### config.mk
export PLATFORM = sky130hd
export DESIGN_NAME = coc_device_flat
export DESIGN_NICKNAME = d
export VERILOG_FILES = /design/src/include/coc_pkg.sv /design/src/include/coc_link_if.sv /design/src/rtl/coc_channel.sv /design/src/rtl/coc_device.sv /design/src/flat_wrapper.sv
export SDC_FILE = /design/constraint.sdc
export NUM_CORES = 1
export LEC_CHECK = 0
export ABC_AREA = 1
export ABC_CLOCK_PERIOD_IN_PS = 3000
export BUFFER_PORTS_ARGS = -buffer_cell sky130_fd_sc_hd__buf_2
export CAP_MARGIN = 20
export CORE_ASPECT_RATIO = 1.4
export CORE_UTILIZATION = 55
export CTS_BUF_LIST = sky130_fd_sc_hd__clkbuf_8
export CTS_CLUSTER_DIAMETER = 50
export DETAILED_ROUTE_END_ITERATION = 6
export MAX_ROUTING_LAYER = met4
export PLACE_DENSITY = 0.74
export SYNTH_ARGS = -nofsm -noshare
export SYNTH_HDL_FRONTEND = slang
export SYNTH_SLANG_ARGS = --single-unit
### constraint.sdc
create_clock -name clk -period 3 [get_ports clk]
set_input_delay 0.3 -clock clk [delete_from_list [all_inputs] [get_ports clk]]
set_output_delay 0.3 -clock clk [all_outputs]
set_load 0.01 [all_outputs]
### src/include/coc_pkg.sv
// constants shared by both ends of the clock output control link
// assumes a single 40 MHz system clock on both ends
package coc_pkg;
  // programming word layout
  localparam int         WORD_W      = 32;
  localparam int         ADDR_W      = 4;
  localparam int         NUM_OUT     = 8;
  localparam logic [3:0] ADDR_R11    = 4'hB;
  localparam logic [3:0] ADDR_R14    = 4'hE;
  localparam logic [3:0] ADDR_R15    = 4'hF;
  localparam int         RESET_BIT   = 31;
  localparam int         MUX_LSB     = 17;
  localparam int         EN_BIT      = 16;
  localparam int         DIV_LSB     = 8;
  localparam int         DLY_LSB     = 4;
  localparam int         LOCK_DETECT_PRESCALE_BIT    = 15;
  localparam int         GEN_BIT     = 27;
  localparam int         PDN_BIT     = 26;
  localparam int         PLLMUX_LSB  = 20;
  localparam int         VCODIV_LSB  = 26;
  // path select codes
  localparam logic [1:0] MUX_BYPASS  = 2'h0;
  localparam logic [1:0] MUX_DIV     = 2'h1;
  localparam logic [1:0] MUX_DLY     = 2'h2;
  localparam logic [1:0] MUX_DIVDLY  = 2'h3;
  // reset values and lock pin output codes
  localparam logic [1:0] MUX_RST     = 2'h0;
  localparam logic [7:0] DIV_RST     = 8'h01;
  localparam logic [3:0] DLY_RST     = 4'h0;
  localparam logic [3:0] VCODIV_RST  = 4'h2;
  localparam logic [3:0] PLLMUX_RST  = 4'h0;
  localparam logic       GEN_RST     = 1'b1;
  localparam logic [3:0] LD_ACT_HIGH = 4'h3;
  localparam logic [3:0] LD_ACT_LOW  = 4'h4;
  // delay step
  localparam int         DLY_STEP_PS = 150;
  localparam int         DLY_MAX_PS  = 2250;
  // lock detect
  localparam logic [7:0] LOCK_EPS_NS = 8'h0A;
  localparam logic [7:0] LOCK_DEL_NS = 8'h14;
  localparam logic [2:0] LOCK_COUNT  = 3'h5;
  localparam logic [1:0] LD_PRESCALE = 2'h3;
  // sync lag in distribution cycles
  localparam int         SYNC_LAG    = 4;
  // host timing
  localparam int         CLK_MHZ     = 40;
  localparam int         T_CWH_NS    = 25;
  localparam int         HALF_CYC    = (T_CWH_NS * CLK_MHZ + 999) / 1000;
  // host wishbone map
  localparam logic [3:0] WB_WORD     = 4'h0;
  localparam logic [3:0] WB_STATUS   = 4'h4;
  localparam logic [3:0] WB_CTRL     = 4'h8;
  localparam logic [1:0] CTRL_RST    = 2'h3;
endpackage

### src/include/coc_link_if.sv
// serial programming and control pins between host and device
// assumes both ends run on the same clock
`timescale 1ns/10ps
interface coc_link_if;
  logic serialClk;
  logic serialData;
  logic latchEn;
  logic syncN;
  logic global_enable_pin;
  logic lockPin;
  modport host (output serialClk, output serialData, output latchEn,
                output syncN, output global_enable_pin, input lockPin);
  modport device (input serialClk, input serialData, input latchEn,
                  input syncN, input global_enable_pin, output lockPin);
endinterface

### src/rtl/coc_channel.sv
// one clock output: divider, sync hold, enable gating, delay report
// assumes distTick marks each distribution-path rising edge
`timescale 1ns/10ps
module coc_channel (
  // clock and reset
  input  wire logic        clk,
  input  wire logic        rstn,
  // distribution path
  input  wire logic        distTick,
  input  wire logic        distLevel,
  input  wire logic        syncHold,
  input  wire logic        syncRelease,
  // settings
  input  wire logic [1:0]  mux,
  input  wire logic [7:0]  div,
  input  wire logic [3:0]  dly,
  input  wire logic        enable,
  input  wire logic        global_enable_pin,
  // output
  output logic             clkOut,
  output logic             outOn,
  output logic [11:0]      delayPs
);
  logic [6:0] cnt;
  logic       divLevel;
  logic       divided;
  logic       level;

  assign divided = (mux == coc_pkg::MUX_DIV) || (mux == coc_pkg::MUX_DIVDLY);

  // even divide toggles every div/2 ticks, so duty stays 50%
  always_ff @(posedge clk or negedge rstn) begin
    if (!rstn) begin
      cnt      <= 7'h00;
      divLevel <= 1'b0;
    end else if (syncHold) begin
      cnt      <= 7'h00;
      divLevel <= 1'b0;
    end else if (syncRelease) begin
      cnt      <= 7'h00;
      divLevel <= 1'b1;
    end else if (distTick) begin
      if (cnt + 7'h01 >= div[7:1]) begin
        cnt      <= 7'h00;
        divLevel <= ~divLevel;
      end else begin
        cnt <= cnt + 7'h01;
      end
    end
  end

  // divide by one follows the distribution clock, still gated by sync
  always_comb begin
    if (!divided) level = distLevel;
    else if (div < 8'h02) level = distLevel & ~syncHold;
    else level = divLevel;
  end

  always_ff @(posedge clk or negedge rstn) begin
    if (!rstn) begin
      clkOut  <= 1'b0;
      outOn   <= 1'b0;
      delayPs <= 12'h000;
    end else begin
      outOn   <= enable;
      clkOut  <= enable & global_enable_pin & level;
      delayPs <= 12'(32'(dly) * coc_pkg::DLY_STEP_PS);
    end
  end
endmodule // coc_channel

### src/rtl/coc_device.sv
// device end: serial register load, output distribution, sync, lock detect
// assumes link pins synchronous to clk; distribution clock made from clk
//
// The address map and register access over Wishbone were decided locally.
`timescale 1ns/10ps
module coc_device (
  // clock and reset
  input  wire logic         clk,
  input  wire logic         rstn,
  // link
  coc_link_if.device        link,
  // reference and phase detector
  input  wire logic         refTick,
  input  wire logic [7:0]   phaseErrNs,
  // clock outputs
  output logic [7:0]        clkOut,
  output logic [7:0]        outOn,
  output logic [7:0][11:0]  outDelayPs,
  // status
  output logic              calStart,
  output logic [7:0]        calCount,
  output logic              locked,
  output logic              powerDown
);
  logic [31:0]      shiftReg;
  logic             sclkPrev;
  logic             lePrev;
  logic             loadStb;
  logic [7:0][1:0]  muxSel;
  logic [7:0]       enBit;
  logic [7:0][7:0]  divVal;
  logic [7:0][3:0]  dlyVal;
  logic             globalEn;
  logic [3:0]       pllMux;
  logic [3:0]       vcoDiv;
  logic             ldPrescale;
  logic [3:0]       vcoCnt;
  logic [3:0]       vcoEff;
  logic             distTick;
  logic             distLevel;
  logic             syncMeta;
  logic             syncSafe;
  logic [3:0]       syncPipe;
  logic             syncHold;
  logic             syncRelease;
  logic [1:0]       preCnt;
  logic             lockTick;
  logic [2:0]       goodCnt;
  logic             lockPinNext;

  // serial shift on rising serial clock
  always_ff @(posedge clk or negedge rstn) begin
    if (!rstn) begin
      shiftReg <= 32'h0000_0000;
      sclkPrev <= 1'b0;
      lePrev   <= 1'b0;
    end else begin
      sclkPrev <= link.serialClk;
      lePrev   <= link.latchEn;
      if (link.serialClk && !sclkPrev && !link.latchEn) begin
        shiftReg <= {shiftReg[30:0], link.serialData};
      end
    end
  end

  assign loadStb = link.latchEn && !lePrev;

  // register bank; reset bit in word 0 restores defaults too
  always_ff @(posedge clk or negedge rstn) begin
    if (!rstn) begin
      muxSel     <= {8{coc_pkg::MUX_RST}};
      enBit      <= 8'h00;
      divVal     <= {8{coc_pkg::DIV_RST}};
      dlyVal     <= {8{coc_pkg::DLY_RST}};
      globalEn   <= coc_pkg::GEN_RST;
      powerDown  <= 1'b0;
      pllMux     <= coc_pkg::PLLMUX_RST;
      vcoDiv     <= coc_pkg::VCODIV_RST;
      ldPrescale <= 1'b0;
    end else if (loadStb && shiftReg[3:0] == 4'h0 && shiftReg[coc_pkg::RESET_BIT]) begin
      muxSel     <= {8{coc_pkg::MUX_RST}};
      enBit      <= 8'h00;
      divVal     <= {8{coc_pkg::DIV_RST}};
      dlyVal     <= {8{coc_pkg::DLY_RST}};
      globalEn   <= coc_pkg::GEN_RST;
      powerDown  <= 1'b0;
      pllMux     <= coc_pkg::PLLMUX_RST;
      vcoDiv     <= coc_pkg::VCODIV_RST;
      ldPrescale <= 1'b0;
    end else if (loadStb) begin
      case (shiftReg[3:0])
        4'h0, 4'h1, 4'h2, 4'h3, 4'h4, 4'h5, 4'h6, 4'h7: begin
          muxSel[shiftReg[2:0]] <= shiftReg[coc_pkg::MUX_LSB +: 2];
          enBit[shiftReg[2:0]]  <= shiftReg[coc_pkg::EN_BIT];
          divVal[shiftReg[2:0]] <= shiftReg[coc_pkg::DIV_LSB +: 8];
          dlyVal[shiftReg[2:0]] <= shiftReg[coc_pkg::DLY_LSB +: 4];
        end
        coc_pkg::ADDR_R11: ldPrescale <= shiftReg[coc_pkg::LOCK_DETECT_PRESCALE_BIT];
        coc_pkg::ADDR_R14: begin
          globalEn  <= shiftReg[coc_pkg::GEN_BIT];
          powerDown <= shiftReg[coc_pkg::PDN_BIT];
          pllMux    <= shiftReg[coc_pkg::PLLMUX_LSB +: 4];
        end
        coc_pkg::ADDR_R15: vcoDiv <= shiftReg[coc_pkg::VCODIV_LSB +: 4];
        default: ;
      endcase
    end
  end

  // calibration restarts on every trigger register load
  always_ff @(posedge clk or negedge rstn) begin
    if (!rstn) begin
      calStart <= 1'b0;
      calCount <= 8'h00;
    end else begin
      calStart <= loadStb && (shiftReg[3:0] == coc_pkg::ADDR_R15);
      if (loadStb && (shiftReg[3:0] == coc_pkg::ADDR_R15)) begin
        calCount <= calCount + 8'h01;
      end
    end
  end

  // distribution clock: high for floor(div/2) of div cycles
  assign vcoEff = (vcoDiv < 4'h2) ? 4'h2 : vcoDiv;

  always_ff @(posedge clk or negedge rstn) begin
    if (!rstn) begin
      vcoCnt <= 4'h0;
    end else if (vcoCnt + 4'h1 >= vcoEff) begin
      vcoCnt <= 4'h0;
    end else begin
      vcoCnt <= vcoCnt + 4'h1;
    end
  end

  assign distTick  = (vcoCnt == 4'h0);
  assign distLevel = (vcoCnt < {1'b0, vcoEff[3:1]});

  // sync path: two stages then four more distribution cycles
  always_ff @(posedge clk or negedge rstn) begin
    if (!rstn) begin
      syncMeta <= 1'b1;
      syncSafe <= 1'b1;
      syncPipe <= 4'hF;
    end else if (distTick) begin
      syncMeta <= link.syncN;
      syncSafe <= syncMeta;
      syncPipe <= {syncPipe[2:0], syncSafe};
    end
  end

  // a pulse shorter than the pipe still reaches the end intact
  assign syncHold    = !syncPipe[coc_pkg::SYNC_LAG - 1];
  // release on the tick that lifts the pipe end, so hold never masks it
  assign syncRelease = distTick && syncHold && syncPipe[coc_pkg::SYNC_LAG - 2];

  genvar gi;
  generate
    for (gi = 0; gi < coc_pkg::NUM_OUT; gi++) begin : gOut
      coc_channel uChan (
        .clk         (clk),
        .rstn        (rstn),
        .distTick    (distTick),
        .distLevel   (distLevel),
        .syncHold    (syncHold && !syncRelease),
        .syncRelease (syncRelease),
        .mux         (muxSel[gi]),
        .div         (divVal[gi]),
        .dly         (dlyVal[gi]),
        .enable      (enBit[gi] & globalEn),
        .global_enable_pin         (link.global_enable_pin),
        .clkOut      (clkOut[gi]),
        .outOn       (outOn[gi]),
        .delayPs     (outDelayPs[gi])
      );
    end
  endgenerate

  // lock detect, optionally on every fourth reference cycle
  always_ff @(posedge clk or negedge rstn) begin
    if (!rstn) begin
      preCnt <= 2'h0;
    end else if (refTick) begin
      preCnt <= preCnt + 2'h1;
    end
  end

  assign lockTick = refTick && (!ldPrescale || preCnt == coc_pkg::LD_PRESCALE);

  always_ff @(posedge clk or negedge rstn) begin
    if (!rstn) begin
      goodCnt <= 3'h0;
      locked  <= 1'b0;
    end else if (lockTick) begin
      if (!locked) begin
        if (phaseErrNs >= coc_pkg::LOCK_EPS_NS) begin
          goodCnt <= 3'h0;
        end else if (goodCnt + 3'h1 >= coc_pkg::LOCK_COUNT) begin
          goodCnt <= 3'h0;
          locked  <= 1'b1;
        end else begin
          goodCnt <= goodCnt + 3'h1;
        end
      end else if (phaseErrNs > coc_pkg::LOCK_DEL_NS) begin
        locked <= 1'b0;
      end
    end
  end

  always_comb begin
    case (pllMux)
      coc_pkg::LD_ACT_HIGH: lockPinNext = locked && !powerDown;
      coc_pkg::LD_ACT_LOW:  lockPinNext = !(locked && !powerDown);
      default:              lockPinNext = 1'b0;
    endcase
  end

  always_ff @(posedge clk or negedge rstn) begin
    if (!rstn) begin
      link.lockPin <= 1'b0;
    end else begin
      link.lockPin <= lockPinNext;
    end
  end
endmodule // coc_device

### src/flat_wrapper.sv
// flat-port wrapper written by rule: the top's interface ports become plain ports
module coc_device_flat 
  (clk, rstn, refTick, phaseErrNs, clkOut, outOn, outDelayPs, calStart, calCount, locked, powerDown, link_serialClk, link_serialData, link_latchEn, link_syncN, link_global_enable_pin, link_lockPin);
  coc_link_if link_i ();
  input  wire logic clk;
  input  wire logic rstn;
  input  wire logic refTick;
  input  wire logic [7:0] phaseErrNs;
  output logic [7:0] clkOut;
  output logic [7:0] outOn;
  output logic [7:0][11:0] outDelayPs;
  output logic calStart;
  output logic [7:0] calCount;
  output logic locked;
  output logic powerDown;
  input wire logic [$bits(link_i.serialClk)-1:0] link_serialClk;
  input wire logic [$bits(link_i.serialData)-1:0] link_serialData;
  input wire logic [$bits(link_i.latchEn)-1:0] link_latchEn;
  input wire logic [$bits(link_i.syncN)-1:0] link_syncN;
  input wire logic [$bits(link_i.global_enable_pin)-1:0] link_global_enable_pin;
  output wire logic [$bits(link_i.lockPin)-1:0] link_lockPin;
  assign link_i.serialClk = link_serialClk;
  assign link_i.serialData = link_serialData;
  assign link_i.latchEn = link_latchEn;
  assign link_i.syncN = link_syncN;
  assign link_i.global_enable_pin = link_global_enable_pin;
  assign link_lockPin = link_i.lockPin;
  coc_device u_core (.clk(clk), .rstn(rstn), .link(link_i), .refTick(refTick), .phaseErrNs(phaseErrNs), .clkOut(clkOut), .outOn(outOn), .outDelayPs(outDelayPs), .calStart(calStart), .calCount(calCount), .locked(locked), .powerDown(powerDown));
endmodule
==> impl_metrics.csv <==
group,metric,value,unit
critical_path,crit_slowest_cell,"dfrtp_1",
critical_path,crit_top_cell,"nand2_1",
cells_and_area,drive_above_1_share,0.136,
clocking,post_cts_buffers,0,
status,status,"finished, violations left",
synth,ys_seq_elements,343,
pwr,powerDensity,897,nW/µm²
sta,hold_viol_final,0,
detailed_routing,wl_per_cell,15.1,µm
clocking,clock-sinks,343,
critical_path,critical_path.max_fanout,9,
critical_path,start_kind,"flop",
die,io_pins,140,
cells_and_area,finalNonFillerCells,2478,
synth,synth_cell_types,47,
sta,grt_setup_unrepaired,"no",
clocking,clock_tree.root_cell,"clkbuf_8",
critical_path,arrival,2.98,ns
sta,slew_headroom,0.522,
critical_path,cp.required,3.50,ns
place,pre_cts_ws,0.461,ns
critical_path,crit_family,"simple AND/OR/NAND/NOR gates",
global_routing,grt_max_degree,93,
detailed_routing,vias,13300,
synth,synth-edff-count,0,
pwr,pwr-share-clk,0.228,
die,num_rows,77,
sta,final.setup.tns,0,ns
synth,yosysSeqAreaShare,0.482,
die,fp.dieH,215,µm
clocking,clk_pin_slew,0.06,ns
sta,max_freq,404,MHz
pwr,p_total,17.9,mW
critical_path,cp-end-kind,"flop",
place,gp_congestion,0.901,
die,core,31800,µm²
critical_path,worst-path-buf-inv,2,
global_routing,grt_pass1_vias,13300,
global_routing,grt_usage,0.242,
status,failed_checks,"design-rule violations",
synth,syn_inst,1895,
detailed_routing,via_per_inst,5.37,
detailed_routing,drt_iter0_drc,624,
pwr,p_sw,7.00,mW
synth,yosys-mux-area-fraction,0.00126,
synth,synth-xor-area-share,0.0476,
clocking,cts_inserted_buffers,51,
pwr,internal_power,10.9,mW
place,place_inst,2377,
pwr,ir_drop,0.000370,V
die,die_area,33200,µm²
detailed_routing,ant_nets,0,
detailed_routing,drt_wl_total,37.5,mm
cells_and_area,fill_cells,2569,
die,dieWidth,154,µm
cells_and_area,final_common_cell,"dfrtp_1",
clocking,cts.repair.resized,0,
pwr,p_seq_frac,0.391,
synth,yosysWarnings,0,
die,start_util,0.561,
synth,synthAdderAreaFrac,0.135,
synth,synth_compound_area_frac,0.0922,
place,io_buffers,131,
cells_and_area,n_antenna_cell,0,
critical_path,slowest_delay,0.42,ns
synth,synthFlopType,"dfrtp_1",
cells_and_area,final_nets,2245,
clocking,htreeDepth,2,
sta,finalMaxSlewViolations,0,
synth,async_reset_ff_frac,1.00,
sta,final.period_utilization,0.825,
place,placement.cell_area,18800,µm²
cells_and_area,fin_area,19900,µm²
cells_and_area,fin_util,0.627,
sta,fin_crit,2.48,ns
worst_hold_path,min_path_type,"input pin to flop",
clocking,clk_path_buf_depth,3,
global_routing,antenna_found_initial,0,
worst_hold_path,min-delay-start,"phaseErrNs[4]",
pwr,p_sw_frac,0.391,
critical_path,critical_path_class,"flop to flop",
global_routing,grt_first_pass_wirelength,63.2,mm
sta,whs,0.0301,ns
cells_and_area,final_cell_mix,"dfrtp_1 (335), nand2_1 (332), inv_1 (284), ha_1 (180), buf_2 (130)",
sta,fin_skew,0.0220,ns
critical_path,startpoint,"u_core.gOut[5].uChan.cnt[0]",
flow_run,drv_cap,0,
critical_path,cp_cell_sequence,"ha_1, nand3_1, nor2_1, nand2_1, xor2_1, inv_1, ha_1, nand2_1, inv_1, nand2_1, nand2_1, a21oi_1, nand4_1, o21ai_0",
clocking,cts_tree,"yes",
detailed_routing,drt-pass1-iter-count,7,
pwr,p_comb_frac,0.381,
place,dp_hpwl,27.2,mm
clocking,postCtsHoldBufs,6,
synth,synth-simple-area-share,0.158,
critical_path,worstReg2RegStart,"u_core.gOut[5].uChan.cnt[0]",
clocking,clkLatencyLatePin,0.61,ns
sta,fin_ws,0.524,ns
sta,worstMarginPinSlew,0.716,ns
synth,synth_top_family_by_area,"simple AND/OR/NAND/NOR gates",
pwr,p_leak,10.9,nW
synth,synth.cell_area,17800,µm²
synth,syn_avg_cell_area,9.41,µm²
detailed_routing,drc,4,
sta,finalSetupViolations,0,
global_routing,grt_overflow_total,0,
cells_and_area,syn2layout_area_growth,11.8,%
## logic make-up after synthesis
kind of cell             after synthesis
other                                  1
multiplexers                           2
adder cells (fa/ha/maj)              188
AO/OA/AOI/OAI                        295
buffers and inverters                349
flip-flops                           343
AND/OR/NAND/NOR                      620
XOR/XNOR                              97
## final timing paths
path / end / cells after the start / slack [ns]
max in group asynchronous: u_core.gOut[5].uChan.delayPs[2] / 3 / 2.00
worst max-delay path: u_core.gOut[5].uChan.cnt[6] / 14 / 0.52
worst min-delay path: u_core.locked / 4 / 0.03
min in group asynchronous: u_core.gOut[0].uChan.cnt[6] / 2 / 0.19
worst max register to register: u_core.gOut[5].uChan.cnt[6] / 14 / 0.52
worst min register to register: u_core.link.lockPin / 1 / 0.44
## power groups by stage
stage	Sequential [mW]	Combinational, mW	Clock (mW)
finish	7.00	6.82	4.07
detailed placement	7.07	6.82	0
global placement	7.03	6.57	0
global route	7.16	7.81	4.37
floorplan	7.07	4.68	0
CTS	6.99	6.89	4.17
## per-layer routing
metal / routed length, µm / share of wire / vias to the layer above / global-route usage
met4: 1350 / 0.036 / 0 / 0.106
met3: 1300 / 0.035 / 96 / 0.0315
met5: 0 / 0 / - / -
met2: 19400 / 0.52 / 279 / 0.424
li1: - / - / 6524 / -
met1: 15400 / 0.41 / 6411 / 0.275
## worst min-delay path, stage by stage
cell     delay, ns
buf_2         0.09
nor2_1        0.05
nand3_1       0.07
o21ai_0       0.08
## Yosys cell counts (2+ instances only)
master | instances | area [µm²]
nand4_1 | 47 | 294
nand2_2 | 14 | 87.6
nor2_4 | 2 | 22.5
nand2_4 | 2 | 22.5
nor2_1 | 86 | 323
fa_1 | 8 | 160
xnor2_1 | 17 | 149
inv_2 | 5 | 18.8
o21ai_1 | 11 | 55.1
nand3_1 | 101 | 505
xor2_1 | 80 | 701
a31oi_1 | 2 | 12.5
inv_4 | 3 | 18.8
nand3b_1 | 9 | 67.6
clkbuf_1 | 12 | 45.0
buf_4 | 27 | 203
o22ai_1 | 93 | 582
mux2_2 | 2 | 22.5
dfrtp_1 | 335 | 8380
buf_6 | 6 | 67.6
or2_2 | 6 | 37.5
nand4_4 | 3 | 63.8
ha_1 | 180 | 2250
a21oi_1 | 77 | 385
or2_0 | 2 | 12.5
clkinv_1 | 2 | 7.51
nand2_1 | 332 | 1250
buf_2 | 18 | 90.1
o211ai_1 | 8 | 60.1
o31ai_1 | 7 | 52.6
nor3_1 | 7 | 35.0
nand3_2 | 2 | 20.0
dfstp_2 | 8 | 210
inv_1 | 275 | 1030
o21ai_0 | 94 | 470
## sequential cells by signal (all words and copies together), names as in the netlist, 2 cells and up
| register | cells |
|---|---|
| u_core.calCount | 8 |
| u_core.divVal | 56 |
| u_core.dlyVal | 32 |
| u_core.enBit | 8 |
| u_core.gOut.uChan.clkOut | 8 |
| u_core.gOut.uChan.cnt | 56 |
| u_core.gOut.uChan.delayPs | 88 |
| u_core.gOut.uChan.divLevel | 8 |
| u_core.gOut.uChan.outOn | 8 |
| u_core.goodCnt | 3 |
| u_core.muxSel | 8 |
| u_core.pllMux | 4 |
| u_core.preCnt | 2 |
| u_core.shiftReg | 32 |
| u_core.syncPipe | 4 |
| u_core.vcoCnt | 4 |
| u_core.vcoDiv | 4 |
## final cells by class
type | instances | area (µm²) | share of cell area
Timing Repair Buffer | 149 | 866 | 0.0434
Clock buffer | 66 | 908 | 0.0455
Clock inverter | 29 | 216 | 0.0109
Inverter | 286 | 1080 | 0.0543
Tap cell | 395 | 494 | 0.0248
Sequential cell | 343 | 8590 | 0.431
Multi-Input combinational cell | 1210 | 7780 | 0.390
Note: power is estimated with default switching activity, not from simulation.
